<file path="src/hdl/lps_pkg.sv">
package lps_pkg;

  // Timing, all derived from the 100 MHz system clock
  localparam int CLK_PERIOD_NS = 10;
  localparam int RST_LOW_NS = 150;
  localparam int RST_LOW_CYC = (RST_LOW_NS + CLK_PERIOD_NS - 1) / CLK_PERIOD_NS;
  localparam int SETTLE_MS = 300;
  localparam int SETTLE_CYC = SETTLE_MS * 1000000 / CLK_PERIOD_NS;
  localparam int LOCK_MS = 160;
  localparam int LOCK_CYC = LOCK_MS * 1000000 / CLK_PERIOD_NS;

  // Host register offsets on APB
  localparam logic [7:0] A_CTRL = 8'h00;
  localparam logic [7:0] A_SETUP = 8'h04;
  localparam logic [7:0] A_SETTLE = 8'h08;
  localparam logic [7:0] A_LOCK = 8'h0C;
  localparam logic [7:0] A_STATUS = 8'h10;

  // Setup register fields
  localparam int F_RATE_LSB = 0;
  localparam int F_MODE_LSB = 4;
  localparam int F_VOL_LSB = 8;
  localparam int F_FILT_LSB = 16;
  localparam logic [31:0] SETUP_RESET = 32'h0000_0000;

  // Status register fields
  localparam int S_BUSY = 0;
  localparam int S_LINE = 1;
  localparam int S_MSTOP = 2;
  localparam int S_SSTOP = 3;
  localparam int S_PDN = 4;
  localparam int S_REFUSED = 5;
  localparam int S_VCM = 6;
  localparam int S_STATE_LSB = 8;

  // Codec register addresses and bit masks
  localparam logic [7:0] DEV_PM1 = 8'h00;
  localparam logic [7:0] DEV_PM2 = 8'h01;
  localparam logic [7:0] DEV_PATH = 8'h02;
  localparam logic [7:0] DEV_MODE = 8'h05;
  localparam logic [7:0] DEV_VOL3 = 8'h0F;
  localparam logic [7:0] DEV_FILT = 8'h26;
  localparam logic [7:0] M_VCM = 8'h40;
  localparam logic [7:0] M_DAC = 8'h04;
  localparam logic [7:0] M_BP = 8'h20;
  localparam logic [7:0] M_LO = 8'h02;
  localparam logic [7:0] M_PLL = 8'h01;
  localparam logic [7:0] M_MASTER_CLOCK_OUT_ENABLE = 8'h02;
  localparam logic [7:0] M_DAC_TO_LINEOUT_PATH = 8'h10;
  localparam logic [7:0] M_LINEOUT_POWER_SAVE = 8'h40;
  localparam logic [7:0] DEV_RESET = 8'h00;

  typedef enum logic [2:0] {
    CMD_NONE = 3'b000, CMD_INIT = 3'b001, CMD_UP = 3'b010,
    CMD_DOWN = 3'b011, CMD_CLKSTOP = 3'b100, CMD_OFF = 3'b101
  } lps_cmd_t;

  typedef enum logic [1:0] {
    CM_EXT_SLAVE = 2'b00, CM_PLL_MASTER = 2'b01,
    CM_PLL_SLAVE_FS = 2'b10, CM_PLL_SLAVE_MCK = 2'b11
  } lps_clkmode_t;

  typedef enum logic [4:0] {
    S_IDLE = 5'b00000, S_RST_LOW = 5'b00001, S_VCM_ON = 5'b00010,
    S_PLL_ON = 5'b00011, S_RATE = 5'b00100, S_LOCK = 5'b00101,
    S_PATH_ON = 5'b00110, S_VOL = 5'b00111, S_FILT = 5'b01000,
    S_LINEOUT_POWER_SAVE_ON = 5'b01001, S_PWR_ON = 5'b01010, S_RISE = 5'b01011,
    S_LINEOUT_POWER_SAVE_OFF = 5'b01100, S_DN_LINEOUT_POWER_SAVE = 5'b01101, S_PWR_OFF = 5'b01110,
    S_FALL = 5'b01111, S_PATH_OFF = 5'b10000, S_DN_LINEOUT_POWER_SAVE_OFF = 5'b10001,
    S_PLL_OFF = 5'b10010, S_MASTER_CLOCK_OUT_ENABLE_OFF = 5'b10011, S_CLK_STOP = 5'b10100,
    S_VCM_OFF = 5'b10101
  } lps_state_t;

  typedef struct packed {
    logic [7:0] addr;
    logic [7:0] data;
  } lps_devwr_t;

endpackage

</file>
<file path="src/hdl/lps_host_seq.sv">
`timescale 1ns/1ps

module lps_host_seq #(
  parameter logic [31:0] SETTLE_CYCLES = 32'(lps_pkg::SETTLE_CYC),
  parameter logic [31:0] LOCK_CYCLES = 32'(lps_pkg::LOCK_CYC)
) (
  input wire logic clk,
  input wire logic rst_b,
  input wire logic psel,
  input wire logic penable,
  input wire logic pwrite,
  input wire logic [7:0] paddr,
  input wire logic [31:0] pwdata,
  output logic [31:0] prdata,
  output logic pready,
  output logic pslverr,
  output lps_pkg::lps_devwr_t devWr,
  output logic devWrValid,
  input wire logic devWrReady,
  output logic powerDownPin_b,
  output logic masterClkStop,
  output logic serialClkStop
);

  lps_pkg::lps_state_t state_q, nxt, cmdStart;
  lps_pkg::lps_devwr_t devWr_q, wrReq;
  logic devWrValid_q, isWr, accept, waitDone, cmdOk, cmdWr, cmdTake, pllMode;
  logic [31:0] prdata_q, setup_q, settleCyc_q, lockCyc_q, waitCnt_q, waitLimit, rdMux;
  logic pready_q, pslverr_q, pdn_q, mStop_q, sStop_q, lineOn_q, offPend_q, refused_q;
  logic [7:0] pm1_q, pm2_q, path_q, vol, filt;
  logic [3:0] rate;
  lps_pkg::lps_clkmode_t mode;
  lps_pkg::lps_cmd_t cmd;
  logic mapped;

  assign rate = setup_q[lps_pkg::F_RATE_LSB +: 4];
  assign mode = lps_pkg::lps_clkmode_t'(setup_q[lps_pkg::F_MODE_LSB +: 2]);
  assign vol = setup_q[lps_pkg::F_VOL_LSB +: 8];
  assign filt = setup_q[lps_pkg::F_FILT_LSB +: 8];
  assign pllMode = (mode != lps_pkg::CM_EXT_SLAVE);
  assign accept = devWrValid_q && devWrReady;
  assign cmd = lps_pkg::lps_cmd_t'(pwdata[2:0]);
  assign cmdWr = psel && penable && pready_q && pwrite && (paddr == lps_pkg::A_CTRL);
  assign cmdTake = cmdWr && (state_q == lps_pkg::S_IDLE) && cmdOk;

  // Command legality; refused orders leave the codec untouched
  always_comb begin
    cmdOk = 1'b0;
    cmdStart = lps_pkg::S_IDLE;
    unique case (cmd)
      lps_pkg::CMD_INIT: begin
        cmdOk = 1'b1;
        cmdStart = lps_pkg::S_RST_LOW;
      end
      lps_pkg::CMD_UP: begin
        cmdOk = !lineOn_q && pdn_q && (pm1_q & lps_pkg::M_VCM) != 8'h00 && !mStop_q && !sStop_q;
        cmdStart = lps_pkg::S_RATE;
      end
      lps_pkg::CMD_DOWN: begin
        cmdOk = lineOn_q;
        cmdStart = lps_pkg::S_DN_LINEOUT_POWER_SAVE;
      end
      // clocks stop only with line path idle
      lps_pkg::CMD_CLKSTOP: begin
        cmdOk = !lineOn_q && pdn_q && !mStop_q && !sStop_q;
        cmdStart = pllMode ? lps_pkg::S_PLL_OFF : lps_pkg::S_CLK_STOP;
      end
      // off only with line path idle; unless a clock is already stopped, the clock stop steps run before COMMON_VOLTAGE
      lps_pkg::CMD_OFF: begin
        cmdOk = !lineOn_q && pdn_q;
        if (mStop_q || sStop_q) begin
          cmdStart = lps_pkg::S_VCM_OFF;
        end else begin
          cmdStart = pllMode ? lps_pkg::S_PLL_OFF : lps_pkg::S_CLK_STOP;
        end
      end
      default: begin
        cmdOk = 1'b0;
        cmdStart = lps_pkg::S_IDLE;
      end
    endcase
  end

  // Step table: codec write of each state and the state after it
  always_comb begin
    isWr = 1'b1;
    wrReq = '{addr: lps_pkg::DEV_PM1, data: pm1_q};
    nxt = lps_pkg::S_IDLE;
    unique case (state_q)
      lps_pkg::S_IDLE: isWr = 1'b0;
      lps_pkg::S_RST_LOW: begin
        isWr = 1'b0;
        nxt = lps_pkg::S_VCM_ON;
      end
      lps_pkg::S_VCM_ON: begin
        wrReq.data = pm1_q | lps_pkg::M_VCM;
        nxt = pllMode ? lps_pkg::S_PLL_ON : lps_pkg::S_IDLE;
      end
      lps_pkg::S_PLL_ON: begin
        wrReq.addr = lps_pkg::DEV_PM2;
        wrReq.data = pm2_q | lps_pkg::M_PLL;
        if (mode == lps_pkg::CM_PLL_MASTER || mode == lps_pkg::CM_PLL_SLAVE_MCK) begin
          wrReq.data = pm2_q | lps_pkg::M_PLL | lps_pkg::M_MASTER_CLOCK_OUT_ENABLE;
        end
      end
      lps_pkg::S_RATE: begin
        wrReq = '{addr: lps_pkg::DEV_MODE, data: {4'h0, rate}};
        nxt = pllMode ? lps_pkg::S_LOCK : lps_pkg::S_PATH_ON;
      end
      lps_pkg::S_LOCK: begin
        isWr = 1'b0;
        nxt = lps_pkg::S_PATH_ON;
      end
      lps_pkg::S_PATH_ON: begin
        wrReq = '{addr: lps_pkg::DEV_PATH, data: path_q | lps_pkg::M_DAC_TO_LINEOUT_PATH};
        nxt = lps_pkg::S_VOL;
      end
      lps_pkg::S_VOL: begin
        wrReq = '{addr: lps_pkg::DEV_VOL3, data: vol};
        nxt = lps_pkg::S_FILT;
      end
      lps_pkg::S_FILT: begin
        wrReq = '{addr: lps_pkg::DEV_FILT, data: filt};
        nxt = lps_pkg::S_LINEOUT_POWER_SAVE_ON;
      end
      lps_pkg::S_LINEOUT_POWER_SAVE_ON: begin
        wrReq = '{addr: lps_pkg::DEV_PATH, data: path_q | lps_pkg::M_LINEOUT_POWER_SAVE};
        nxt = lps_pkg::S_PWR_ON;
      end
      lps_pkg::S_PWR_ON: begin
        wrReq.data = pm1_q | lps_pkg::M_DAC | lps_pkg::M_BP | lps_pkg::M_LO;
        nxt = lps_pkg::S_RISE;
      end
      lps_pkg::S_RISE: begin
        isWr = 1'b0;
        nxt = lps_pkg::S_LINEOUT_POWER_SAVE_OFF;
      end
      lps_pkg::S_LINEOUT_POWER_SAVE_OFF: begin
        wrReq = '{addr: lps_pkg::DEV_PATH, data: path_q & ~lps_pkg::M_LINEOUT_POWER_SAVE};
      end
      lps_pkg::S_DN_LINEOUT_POWER_SAVE: begin
        wrReq = '{addr: lps_pkg::DEV_PATH, data: path_q | lps_pkg::M_LINEOUT_POWER_SAVE};
        nxt = lps_pkg::S_PWR_OFF;
      end
      lps_pkg::S_PWR_OFF: begin
        wrReq.data = pm1_q & ~(lps_pkg::M_DAC | lps_pkg::M_BP | lps_pkg::M_LO);
        nxt = lps_pkg::S_FALL;
      end
      lps_pkg::S_FALL: begin
        isWr = 1'b0;
        nxt = lps_pkg::S_PATH_OFF;
      end
      lps_pkg::S_PATH_OFF: begin
        wrReq = '{addr: lps_pkg::DEV_PATH, data: path_q & ~lps_pkg::M_DAC_TO_LINEOUT_PATH};
        nxt = lps_pkg::S_DN_LINEOUT_POWER_SAVE_OFF;
      end
      lps_pkg::S_DN_LINEOUT_POWER_SAVE_OFF: begin
        wrReq = '{addr: lps_pkg::DEV_PATH, data: path_q & ~lps_pkg::M_LINEOUT_POWER_SAVE};
      end
      lps_pkg::S_PLL_OFF: begin
        wrReq = '{addr: lps_pkg::DEV_PM2, data: pm2_q & ~lps_pkg::M_PLL};
        nxt = (mode == lps_pkg::CM_PLL_SLAVE_FS) ? lps_pkg::S_CLK_STOP : lps_pkg::S_MASTER_CLOCK_OUT_ENABLE_OFF;
      end
      lps_pkg::S_MASTER_CLOCK_OUT_ENABLE_OFF: begin
        wrReq = '{addr: lps_pkg::DEV_PM2, data: pm2_q & ~lps_pkg::M_MASTER_CLOCK_OUT_ENABLE};
        nxt = lps_pkg::S_CLK_STOP;
      end
      lps_pkg::S_CLK_STOP: begin
        isWr = 1'b0;
        nxt = offPend_q ? lps_pkg::S_VCM_OFF : lps_pkg::S_IDLE;
      end
      lps_pkg::S_VCM_OFF: wrReq.data = pm1_q & ~lps_pkg::M_VCM;
      default: isWr = 1'b0;
    endcase
  end

  // wait length per waiting state; zero acts as one cycle
  always_comb begin
    unique case (state_q)
      // Pin only falls one cycle after entry, so one more cycle keeps it low long enough
      lps_pkg::S_RST_LOW: waitLimit = 32'(lps_pkg::RST_LOW_CYC) + 32'h0000_0001;
      lps_pkg::S_LOCK: waitLimit = lockCyc_q;
      lps_pkg::S_RISE, lps_pkg::S_FALL: waitLimit = settleCyc_q;
      default: waitLimit = 32'h0000_0001;
    endcase
  end
  assign waitDone = ({1'b0, waitCnt_q} + 33'h0_0000_0001) >= {1'b0, waitLimit};

  // cycle counter, restarts in every state
  always_ff @(posedge clk or negedge rst_b) begin
    if (!rst_b) begin
      waitCnt_q <= 32'h0000_0000;
    end else if (state_q == lps_pkg::S_IDLE || isWr || waitDone) begin
      waitCnt_q <= 32'h0000_0000;
    end else begin
      waitCnt_q <= waitCnt_q + 32'h0000_0001;
    end
  end

  // Sequencer and codec write handshake; request held until taken
  always_ff @(posedge clk or negedge rst_b) begin
    if (!rst_b) begin
      state_q <= lps_pkg::S_IDLE;
      devWrValid_q <= 1'b0;
      devWr_q <= '0;
    end else if (state_q == lps_pkg::S_IDLE) begin
      if (cmdTake) begin
        state_q <= cmdStart;
      end
    end else if (!isWr) begin
      // advance only when the count expires
      if (waitDone) begin
        state_q <= nxt;
      end
    end else if (!devWrValid_q) begin
      devWrValid_q <= 1'b1;
      devWr_q <= wrReq;
    end else if (devWrReady) begin
      devWrValid_q <= 1'b0;
      state_q <= nxt;
    end
  end

  // Shadow of codec registers; the pin reset returns them to default
  always_ff @(posedge clk or negedge rst_b) begin
    if (!rst_b) begin
      pm1_q <= lps_pkg::DEV_RESET;
      pm2_q <= lps_pkg::DEV_RESET;
      path_q <= lps_pkg::DEV_RESET;
    end else if (state_q == lps_pkg::S_RST_LOW) begin
      pm1_q <= lps_pkg::DEV_RESET;
      pm2_q <= lps_pkg::DEV_RESET;
      path_q <= lps_pkg::DEV_RESET;
    end else if (accept) begin
      if (devWr_q.addr == lps_pkg::DEV_PM1) begin
        pm1_q <= devWr_q.data;
      end
      if (devWr_q.addr == lps_pkg::DEV_PM2) begin
        pm2_q <= devWr_q.data;
      end
      if (devWr_q.addr == lps_pkg::DEV_PATH) begin
        path_q <= devWr_q.data;
      end
    end
  end

  // Pin and clock-stop levels; pin stays low from reset until an init order
  always_ff @(posedge clk or negedge rst_b) begin
    if (!rst_b) begin
      pdn_q <= 1'b0;
      mStop_q <= 1'b0;
      sStop_q <= 1'b0;
    end else if (state_q == lps_pkg::S_RST_LOW) begin
      // falls after the first cycle of the reset state, rises as the state ends
      pdn_q <= waitDone;
      mStop_q <= 1'b0;
      sStop_q <= 1'b0;
    end else if (state_q == lps_pkg::S_CLK_STOP) begin
      mStop_q <= (mode != lps_pkg::CM_PLL_SLAVE_FS);
      sStop_q <= (mode == lps_pkg::CM_PLL_SLAVE_FS) || (mode == lps_pkg::CM_EXT_SLAVE);
    end
  end

  // Line status, pending shutdown and refusal flag
  always_ff @(posedge clk or negedge rst_b) begin
    if (!rst_b) begin
      lineOn_q <= 1'b0;
      offPend_q <= 1'b0;
      refused_q <= 1'b0;
    end else begin
      if (accept && state_q == lps_pkg::S_LINEOUT_POWER_SAVE_OFF) begin
        lineOn_q <= 1'b1;
      end else if (accept && state_q == lps_pkg::S_DN_LINEOUT_POWER_SAVE) begin
        lineOn_q <= 1'b0;
      end
      if (cmdTake) begin
        offPend_q <= (cmd == lps_pkg::CMD_OFF);
        refused_q <= 1'b0;
      end else if (cmdWr) begin
        refused_q <= 1'b1;
      end
    end
  end

  // APB read mux; unmapped offsets answer with an error
  assign mapped = (paddr == lps_pkg::A_CTRL) || (paddr == lps_pkg::A_SETUP)
               || (paddr == lps_pkg::A_SETTLE) || (paddr == lps_pkg::A_LOCK)
               || (paddr == lps_pkg::A_STATUS);
  always_comb begin
    rdMux = 32'h0000_0000;
    if (paddr == lps_pkg::A_SETUP) begin
      rdMux = setup_q;
    end else if (paddr == lps_pkg::A_SETTLE) begin
      rdMux = settleCyc_q;
    end else if (paddr == lps_pkg::A_LOCK) begin
      rdMux = lockCyc_q;
    end else if (paddr == lps_pkg::A_STATUS) begin
      rdMux[lps_pkg::S_BUSY] = (state_q != lps_pkg::S_IDLE);
      rdMux[lps_pkg::S_LINE] = lineOn_q;
      rdMux[lps_pkg::S_MSTOP] = mStop_q;
      rdMux[lps_pkg::S_SSTOP] = sStop_q;
      rdMux[lps_pkg::S_PDN] = pdn_q;
      rdMux[lps_pkg::S_REFUSED] = refused_q;
      rdMux[lps_pkg::S_VCM] = (pm1_q & lps_pkg::M_VCM) != 8'h00;
      rdMux[lps_pkg::S_STATE_LSB +: 5] = state_q;
    end
  end

  // APB slave: answer in the first access cycle; settings change only when idle
  always_ff @(posedge clk or negedge rst_b) begin
    if (!rst_b) begin
      pready_q <= 1'b0;
      pslverr_q <= 1'b0;
      prdata_q <= 32'h0000_0000;
      setup_q <= lps_pkg::SETUP_RESET;
      settleCyc_q <= SETTLE_CYCLES;
      lockCyc_q <= LOCK_CYCLES;
    end else begin
      pready_q <= psel && !penable;
      pslverr_q <= psel && !penable && !mapped;
      if (psel && !penable) begin
        prdata_q <= rdMux;
      end
      if (psel && penable && pready_q && pwrite && state_q == lps_pkg::S_IDLE) begin
        if (paddr == lps_pkg::A_SETUP) begin
          setup_q <= pwdata & 32'h00FF_FF3F;
        end
        if (paddr == lps_pkg::A_SETTLE) begin
          settleCyc_q <= pwdata;
        end
        if (paddr == lps_pkg::A_LOCK) begin
          lockCyc_q <= pwdata;
        end
      end
    end
  end

  assign prdata = prdata_q;
  assign pready = pready_q;
  assign pslverr = pslverr_q;
  assign devWr = devWr_q;
  assign devWrValid = devWrValid_q;
  assign powerDownPin_b = pdn_q;
  assign masterClkStop = mStop_q;
  assign serialClkStop = sStop_q;

  // Helper: consecutive low cycles of the power-down pin, saturating
  logic [7:0] lowCnt_q;
  always_ff @(posedge clk or negedge rst_b) begin
    if (!rst_b) begin
      lowCnt_q <= 8'h00;
    end else if (pdn_q) begin
      lowCnt_q <= 8'h00;
    end else if (lowCnt_q != 8'hFF) begin
      lowCnt_q <= lowCnt_q + 8'h01;
    end
  end

  AST_RST_HOLD: assert property (@(posedge clk) disable iff (!rst_b)
    $rose(pdn_q) |-> lowCnt_q >= 8'(lps_pkg::RST_LOW_CYC))
    else $error("power-down pin released too early");
  AST_PATH_BEFORE_PWR: assert property (@(posedge clk) disable iff (!rst_b)
    (accept && state_q == lps_pkg::S_PWR_ON) |-> (path_q & lps_pkg::M_DAC_TO_LINEOUT_PATH) != 8'h00)
    else $error("blocks powered before path enable");
  AST_LINEOUT_POWER_SAVE_BEFORE_PWR: assert property (@(posedge clk) disable iff (!rst_b)
    (accept && state_q == lps_pkg::S_PWR_ON) |-> (path_q & lps_pkg::M_LINEOUT_POWER_SAVE) != 8'h00)
    else $error("blocks powered without power-save");
  AST_PWR_TOGETHER: assert property (@(posedge clk) disable iff (!rst_b)
    (accept && state_q == lps_pkg::S_PWR_ON) |=> state_q == lps_pkg::S_RISE
      && (pm1_q & (lps_pkg::M_DAC | lps_pkg::M_BP | lps_pkg::M_LO)) == 8'h26)
    else $error("power bits not set together");
  AST_SETTLE_HOLD: assert property (@(posedge clk) disable iff (!rst_b)
    ((state_q == lps_pkg::S_RISE || state_q == lps_pkg::S_FALL)
      && {1'b0, waitCnt_q} + 33'h0_0000_0001 < {1'b0, settleCyc_q})
      |=> $stable(state_q) && !devWrValid_q)
    else $error("settle wait cut short");
  AST_LINEOUT_POWER_SAVE_AFTER_RISE: assert property (@(posedge clk) disable iff (!rst_b)
    $rose(state_q == lps_pkg::S_LINEOUT_POWER_SAVE_OFF) |-> $past(state_q) == lps_pkg::S_RISE)
    else $error("power-save cleared before outputs rose");
  AST_DOWN_ORDER: assert property (@(posedge clk) disable iff (!rst_b)
    (accept && state_q == lps_pkg::S_PWR_OFF) |-> (path_q & lps_pkg::M_LINEOUT_POWER_SAVE) != 8'h00)
    else $error("power bits cleared without power-save");
  AST_PATH_OFF_LATE: assert property (@(posedge clk) disable iff (!rst_b)
    (accept && state_q == lps_pkg::S_DN_LINEOUT_POWER_SAVE_OFF) |-> (path_q & lps_pkg::M_DAC_TO_LINEOUT_PATH) == 8'h00
      && (pm1_q & lps_pkg::M_LO) == 8'h00)
    else $error("power-save cleared before path off");
  AST_PLL_BEFORE_STOP: assert property (@(posedge clk) disable iff (!rst_b)
    ($rose(mStop_q) && pllMode) |-> (pm2_q & (lps_pkg::M_PLL | lps_pkg::M_MASTER_CLOCK_OUT_ENABLE)) == 8'h00
      || mode == lps_pkg::CM_PLL_SLAVE_FS)
    else $error("master clock stopped with PLL or clock-out on");
  AST_VCM_LAST: assert property (@(posedge clk) disable iff (!rst_b)
    (accept && state_q == lps_pkg::S_VCM_OFF) |-> (mStop_q || sStop_q) && !lineOn_q)
    else $error("COMMON_VOLTAGE cleared before clocks stopped");

endmodule

</file>
<file path="config.mk">
export PLATFORM = sky130hd
export DESIGN_NAME = lps_host_seq
export DESIGN_NICKNAME = d
export VERILOG_FILES = /design/src/hdl/lps_pkg.sv /design/src/hdl/lps_host_seq.sv
export SDC_FILE = /design/constraint.sdc
export NUM_CORES = 1
export LEC_CHECK = 0
export BUFFER_PORTS_ARGS = -buffer_cell sky130_fd_sc_hd__buf_2
export CAP_MARGIN = 25
export CORE_MARGIN = 3
export CORE_UTILIZATION = 60
export CTS_CLUSTER_SIZE = 12
export DETAILED_ROUTE_END_ITERATION = 8
export GPL_ROUTABILITY_DRIVEN = 0
export PLACE_DENSITY_LB_ADDON = 0.25
export SETUP_SLACK_MARGIN = 0.05
export SYNTH_ARGS = -nofsm -noshare
export SYNTH_HDL_FRONTEND = slang
export SYNTH_SLANG_ARGS = --single-unit
</file>
<file path="constraint.sdc">
create_clock -name clk -period 4.7 [get_ports clk]
set_clock_uncertainty 0.2 [all_clocks]
set_input_delay 0.47 -clock clk [delete_from_list [all_inputs] [get_ports clk]]
set_output_delay 0.47 -clock clk [all_outputs]
set_load 0.05 [all_outputs]
</file>
Word-level counts from Yosys, hierarchy flattened
Cells that the tools add are included.
- register bits after elaboration: 204
- output and inout port bits: 54
- logic and storage cells: 173
- add/sub/neg operators: 2
- $lt $le $gt $ge: 1
- equality and inequality tests: 39
- muxes and demuxes: 48
- bitwise gates (word level): 2
- reduce and logical (&&, ||, !) cells: 61
- operator list (operator ; count):
    8-bit case mux with 14 select lines ; 1
    32-bit two-way mux ; 3
    32-bit case mux with 3 select lines ; 1
    5-bit case mux with 17 select lines ; 1
    8-bit two-way mux ; 9
    5-bit two-way mux ; 9
    5-bit by 4-bit == test with 1-bit output (second input constant) ; 8
    32-bit by 1-bit adder with 33-bit output (second input constant) ; 1
    33-bit by 32-bit greater-or-equal comparator with 1-bit output ; 1
    32-bit by 1-bit adder with 32-bit output (second input constant) ; 1
    5-bit == test (second input constant) ; 6
    6-bit case mux with 5 select lines ; 1
    5-bit case mux with 5 select lines ; 1
    5-bit by 3-bit == test with 1-bit output (second input constant) ; 4
    19-bit two-way mux ; 1
    1-bit logical AND ; 18
    8-bit by 4-bit == test with 1-bit output (second input constant) ; 2
    8-bit logical NOT ; 2
    2-bit nonzero test ; 8
    16-bit OR reduction ; 1
    7-bit two-way mux ; 2
    2-bit AND reduction ; 7
    1-bit two-way mux ; 12
    5-bit by 2-bit == test with 1-bit output (second input constant) ; 2
    other kinds (27) ; 51

Logic depth before layout (Yosys ltp)
Gate-level depths: netlist (run 1).
- word-level depth: 9
- gate-level depth with buffers: 15

Worst setup path before layout (run 1)
OpenSTA, ideal clock, no wires.
- path kind: register to register
- start: register waitCnt_q[0]
- end: register state_q[0]
- setup time: 0.128 ns
- data arrival time: 3.442 ns
- required time: 4.372 ns
- setup slack: 0.931 ns
- stages on the path, launching flop included: 15
- buffers on the path: 0
- cell sequence: dfrtp_1 > ha_1 > nand3_1 > nor3_1 > nand4_1 > nor2_1 > xor2_1 > ha_1 > nand4_1 > o211ai_1 > nor4_1 > o21ai_1 > o31ai_1 > a21oi_4 > mux2_1
- cells in the longest elaborated chain, start to end: 4
- RTL lines (what ; line ; RTL):
    from (decl) ; lps_host_seq.sv:28 ; logic [31:0] prdata_q, setup_q, settleCyc_q, lockCyc_q, waitCnt_q, waitLimit, rdMux;
    from (signal assigned) ; lps_host_seq.sv:196 ; waitCnt_q <= waitCnt_q + 32'h0000_0001;
    32-bit by 1-bit adder with 33-bit output ; lps_host_seq.sv:187 ; assign waitDone = ({1'b0, waitCnt_q} + 33'h0_0000_0001) >= {1'b0, waitLimit};
    33-bit by 32-bit greater-or-equal comparator with 1-bit output ; lps_host_seq.sv:187 ;
    3-bit nonzero test (no line) ; - ;
    4-bit AND reduction (no line) ; - ;
    to (signal assigned) ; lps_host_seq.sv:203 ; state_q <= lps_pkg::S_IDLE;
    to (signal assigned) ; lps_host_seq.sv:208 ; state_q <= cmdStart;
    to (signal assigned) ; lps_host_seq.sv:213 ; state_q <= nxt;
    to (decl) ; lps_host_seq.sv:25 ; lps_pkg::lps_state_t state_q, nxt, cmdStart;
No other way between the ends.
A chain may end at the register's enable or synchronous reset.

Worst setup path in the final report (run 1)
Same ends and word-level chain as after synthesis.

==> results.toml, run 1 <==
[status]
status = "finished clean"

[critical_path]
max_stage_delay_ps = 450
required_ps = 4890
crit_slowest_cell = "dfrtp_1"
crit_family = "simple AND/OR/NAND/NOR gates"
crit_type = "flip-flop to flip-flop"
crit_path_end_kind = "flip-flop"
cp-start-kind = "flip-flop"
crit_buf_inv = 1
crit_chain = "ha_1, nand3_1, nor3_1, buf_4, nand4_1, nor2_1, xor2_1, ha_1, nand4_1, nor4_1, nand4_1, a21oi_1, o31ai_1, a21oi_4, mux2_1"
crit_cells = 15
cp_common_cell = "nand4_1"
critPathArrivalTime_ps = 4370
path_max_fanout = 6
rr_worst_depth = 15

[sta]
finalHoldViolations = 0
fmax_ghz = 0.2390
fin_crit_ps = 4185
relSlewSlack_pct = 28.58
worst_slack_ps = 515.3
grt_setup_unrepaired = "false"
tns_ps = 0
tightestPinTransition_ps = 1068
hold-worst-slack_ps = 8.837
final-setup-viol-count = 0
slew_viol_final = 0
timing.final.crit_share_pct = 89.04

[logic_synthesis]
synth_edf_count = 0
ys_seq_area_share_pct = 47.44
synthArstFlopShare_pct = 100.0
synth_fa_ha_area_share_pct = 3.878
syn_avg_cell_area_um2 = 10.55
synth_compound_area_share_pct = 13.95
synthXorXnorAreaFrac_pct = 2.633
ys_ff_latch = 201
muxShareOfSynthArea_pct = 14.48
synth_top_family_by_area = "simple AND/OR/NAND/NOR gates"
synth-simple-area-share_pct = 14.50
ys_warn_count = 0
synthDistinctLibCells = 68
netlist_area_mm2 = 0.01065
ys.flop_type = "dfrtp_1"
synthCells = 1009

[power_and_ir_drop]
power.total_w = 0.005325
swShare_pct = 36.50
leakagePower_nw = 5.810
p_per_area_mw_per_mm2 = 437.4
pwr-share-seq_pct = 39.0
clock_power_share_pct = 31.1
combPwrFrac_pct = 29.9
cell_internal_pwr_w = 0.003381
power_switching_w = 0.001944
ir_drop_mv = 0.3872

[finish]
finalNonFillerCells = 1345
areaGrowthSynthToFinish_pct = 14.35
layout-drive-gt1-share_pct = 20.27
nNetsFinal = 1185
fillers = 1308
antenna_cells = 0
final_common_cell = "dfrtp_1"
seqCellArea_mm2 = 0.005051
multiInputGateArea_mm2 = 0.005309
mostFrequentLayoutCells = "184 x dfrtp_1, 96 x buf_2, 93 x nand2_1, 71 x nor2_1, 67 x mux2_1"

[floorplan]
die_h_um = 139.2
dieWidth_um = 139.2
die-area_mm2 = 0.01938
row_count = 48
core_mm2 = 0.01736
initial_core_util_pct = 61.34
io_pins = 100

[detailed_routing]
drtIter0Drc = 677
wl_per_cell_um = 21.24
avgViaCountPerCell = 6.324
drc = 0
wirelength_mm = 28.57
dr_total_vias = 8506
drtAntennaViolNets = 0
dr.pass1.iters = 7

[clock_tree]
postCtsSetupBuffers = 0
tritoncts = "done"
numCtsBuffers = 22
hold_buffers = 7
cts_resized = 0
clk_latency_ps = 500
clk_pin_slew_ps = 60
clockBufferDepth = 3
root_buffer = "clkbuf_16"
numClockSinks = 201
htreeDepth = 1

[global_routing]
grt_pass1_vias = 8445
grt_overflow = 0
grt_max_degree = 108
antenna_found_initial = 0
grt_pass1_wl_mm = 46.43
grt_util_all_layers_pct = 29.61

[hold_path]
whs_path_depth = 3
worst_hold_path_type = "primary input to flip-flop"

[place]
dp.cells = 1300
dpl.hpwl_mm = 19.48
dpl_worst_slack_ps = 570.8
numPortBuffers = 96

[flow_run]
maxCapViolations = 0
==> worst paths after layout <==
check | to | startpoint | slack, ps
setup / recovery | state_q[0]$_DFFE_PN0P_ | waitCnt_q[0]$_DFF_PN0_ | 520
hold / removal | lockCyc_q[10]$_DFFE_PN1P_ | pwdata[10] | 9
setup reg to reg | state_q[0]$_DFFE_PN0P_ | waitCnt_q[0]$_DFF_PN0_ | 520
hold reg to reg | prdata[24]$_DFFE_PN0P_ | prdata[24]$_DFFE_PN0P_ | 270
max in group asynchronous | lockCyc_q[10]$_DFFE_PN1P_ | rst_b | 2850
min in group asynchronous | waitCnt_q[8]$_DFF_PN0_ | rst_b | 440
==> cells by family (layout without fill, tap and decap cells) <==
kind of cell | count (synthesis) | in the layout
multiplexers | 134 | 134
XOR/XNOR | 32 | 32
other | 1 | 3
buffers and inverters | 77 | 186
adder cells (fa/ha/maj) | 33 | 33
AO/OA/AOI/OAI | 220 | 220
flip-flops | 201 | 201
AND/OR/NAND/NOR | 311 | 311
==> power groups by stage <==
| stage | clock network [W] | logic, W | registers (W) |
|---|---|---|---|
| 5_1_grt | 0.00175 | 0.00173 | 0.00210 |
| 3_3_place_gp | 0 | 0.00153 | 0.00210 |
| 2_1_floorplan | 0 | 0.000880 | 0.00229 |
| 3_5_place_dp | 0 | 0.00156 | 0.00210 |
| 6_report | 0.00166 | 0.00159 | 0.00208 |
| 4_1_cts | 0.00167 | 0.00158 | 0.00207 |
==> flip-flops by register name (all words and copies together), names as in the netlist, 8 cells and up <==
signal       flops
waitCnt_q       32
pm1_q            8
prdata          32
settleCyc_q     32
pm2_q            8
devWr           13
lockCyc_q       32
path_q           8
setup_q         22
==> tightest hold or removal path: stages <==
cell and delay, ps:
buf_2 120, nand2_1 50, o21ai_1 50
==> cells in the mapped netlist (4+ instances only) <==
cell type	number	share of area (%)
a211oi_1	5	0.35
a21oi_1	43	2.0
a221oi_1	13	1.1
a22oi_1	51	3.6
a31oi_1	4	0.24
a41oi_1	5	0.41
and3_1	30	1.8
and4_1	4	0.33
buf_1	4	0.14
buf_2	10	0.47
clkbuf_1	45	1.6
dfrtp_1	184	43
dfstp_2	17	4.2
ha_1	33	3.9
inv_1	11	0.39
mux2_1	67	7.1
mux2_2	13	1.4
mux2_4	20	2.8
mux2i_1	34	3.2
nand2_1	93	3.3
nand2b_1	12	0.71
nand3_1	19	0.89
nand4_1	13	0.76
nor2_1	74	2.6
nor2b_1	15	0.88
nor3_1	23	1.1
nor4_1	4	0.24
o211ai_1	4	0.28
o21ai_0	22	1.0
o21ai_1	23	1.1
o22ai_1	4	0.24
o31ai_1	22	1.6
or3_1	5	0.29
xnor2_1	22	1.8
xor2_1	10	0.82
==> through the flow <==
step | instance area [um^2] | util [%]
after global placement | 11410 | 65.75
after detailed placement | 11420 | 65.78
final | 12170 | 70.14
after CTS | 12170 | 70.14
after global routing | 12170 | 70.14
after floorplan | 10650 | -
==> layout make-up <==
| type | count | area share [%] |
|---|---|---|
| clock buffers | 34 | 5.478 |
| clock inverters | 4 | 0.1644 |
| inverters | 13 | 0.4008 |
| multi-input cells | 733 | 43.61 |
| flip-flops and latches | 201 | 41.49 |
| well taps | 225 | 2.312 |
| repair buffers | 135 | 6.547 |
==> metal layers <==
layer	GRT usage (%)	vias up	part of all wire (%)
met3	4.897	73	7.1
met1	42.80	4214	43
met2	46.84	329	47
li1	-	3890	-
met5	0	-	0
met4	8.136	0	3.1
Note: power is estimated with default switching activity, not from simulation.
==> inputs of run 2 (changes only) <==
- CORE_ASPECT_RATIO: not set -> 0.6
- clock period: 4.7 -> 4.4 ns (I/O delays scaled with it)
==> run 2 against run 1 <==
  * Via count rose by 3.1%
  * Clock power about the same
  * Total power up 6.7%
  * Register-to-register slack worse by 170 ps
  * Combinational power increased by 11%
  * Sequential power up 7%
  * First-iteration DRC count rose by 74%
  * Largest cell class unchanged
==> results.toml, run 2 (synthesis results as in run 1) <==
[status]
status = "finished clean"

[clock_tree]
numCtsBuffers = 21
tritoncts = "done"
clk_latency_ps = 500
numClockSinks = 201
root_buffer = "clkbuf_16"
htreeDepth = 1
clk_pin_slew_ps = 70
clockBufferDepth = 3

[finish]
seqCellArea_mm2 = 0.005051
nNetsFinal = 1195
mostFrequentLayoutCells = "184 x dfrtp_1, 95 x buf_2, 93 x nand2_1, 71 x nor2_1, 67 x mux2_1"
fillers = 1273
areaGrowthSynthToFinish_pct = 15.41
final_common_cell = "dfrtp_1"
antenna_cells = 0
layout-drive-gt1-share_pct = 20.02
multiInputGateArea_mm2 = 0.005335

[hold_path]
whs_path_depth = 2
hold_start = "pwdata[8]"
worst_hold_path_type = "primary input to flip-flop"
min_to = "settleCyc_q[8]$_DFFE_PN1P_"

[sta]
tightestPinTransition_ps = 1121
final-setup-viol-count = 0
slew_viol_final = 0
finalHoldViolations = 0
worst_slack_ps = 343.9
hold-worst-slack_ps = 8.944
fin_crit_ps = 4056
relSlewSlack_pct = 25.03
timing.final.crit_share_pct = 92.19
tns_ps = 0
fmax_ghz = 0.2465
grt_setup_unrepaired = "false"

[floorplan]
initial_core_util_pct = 61.65
row_count = 37
die_h_um = 109.2
core_mm2 = 0.01727
dieWidth_um = 178.0
io_pins = 100
die-area_mm2 = 0.01943

[detailed_routing]
dr.pass1.iters = 5
drc = 0
dr_total_vias = 8770
avgViaCountPerCell = 6.434
drtAntennaViolNets = 0
wl_per_cell_um = 22.18
wirelength_mm = 30.23
drtIter0Drc = 1178

[power_and_ir_drop]
p_per_area_mw_per_mm2 = 462.3
power.total_w = 0.005680
leakagePower_nw = 5.839
ir_drop_mv = 0.3867

[global_routing]
antenna_found_initial = 0
grt_max_degree = 97
grt_util_all_layers_pct = 31.38
grt_overflow = 0
grt_pass1_wl_mm = 47.18
grt_pass1_vias = 8227

[critical_path]
crit_slowest_cell = "dfrtp_1"
cp-start-kind = "flip-flop"
r2r_end = "waitCnt_q[30]$_DFF_PN0_"
crit_path_end_kind = "flip-flop"
cp-startpoint = "waitCnt_q[0]$_DFF_PN0_"
critPathArrivalTime_ps = 4280
max_stage_delay_ps = 450
required_ps = 4630
rr_worst_depth = 15
crit_type = "flip-flop to flip-flop"
crit_chain = "ha_1, nand3_2, nor3_4, nand4_1, nor2_1, xor2_1, ha_1, nand4_1, o211ai_1, nor4_1, o21ai_1, nor3_2, buf_6, nand2_1, nor2b_1"
rr_startpoint = "waitCnt_q[0]$_DFF_PN0_"
path_max_fanout = 27
r2r_slack_ps = 340

[place]
dpl.hpwl_mm = 21.13
numPortBuffers = 96
dpl_worst_slack_ps = 227.3

[flow_run]
maxCapViolations = 0
[run 2: area by class of cell]
class | count | area share (%)
clock inverters | 3 | 0.4073
well taps | 234 | 2.383
multi-input cells | 733 | 43.42
repair buffers | 146 | 7.637
flip-flops and latches | 201 | 41.11
inverters | 13 | 0.3971
clock buffers | 33 | 4.644
[run 2: worst max-delay path by stage]
stage	slack, ps	cells past startpoint	to
3_5_place_dp	230	14	state_q[2]$_DFFE_PN0P_
2_1_floorplan	630	14	state_q[0]$_DFFE_PN0P_
6_report	340	15	waitCnt_q[30]$_DFF_PN0_
4_1_cts	190	14	state_q[2]$_DFFE_PN0P_
5_1_grt	120	15	waitCnt_q[30]$_DFF_PN0_
3_3_place_gp	420	15	state_q[2]$_DFFE_PN0P_
[run 2: power breakdown]
group          internal [W]  switching, W
Clock              0.000953      0.000728
Sequential          0.00205      0.000181
Combinational      0.000543       0.00123
[run 2: layer usage]
metal | vias to the layer above | global-route usage, % | routed length (um)
met5 | - | 0 | 0
met4 | 0 | 6.103 | 462
met3 | 38 | 7.829 | 3498
met2 | 474 | 43.32 | 12430
met1 | 4351 | 49.81 | 13840
li1 | 3907 | - | -
[run 2: per-stage QoR]
step	util (%)	std cells	area, um^2
final	71.15	1363	12290
after global routing	71.15	1363	12290
after CTS	70.92	1361	12250
after detailed placement	66.46	1310	11480
after global placement	66.46	1310	11480
after floorplan	-	1011	10650
[run 2: critical path, delay by kind of cell (launching register included)]
kind,cells,cell delay [ps]
compound gates,2,300
xor+xnor,1,240
fa+ha+maj,2,600
buf+inv,1,270
flops,1,450
simple gates,9,1920
[run 2: timing repair]
item | CTS | global route
hold buffers | 15 | 0
endpoints found under the setup margin | 0 | 10
endpoints found under the hold margin | 110 | 0
buffers inserted | 0 | 0
gates resized for setup | 0 | 6
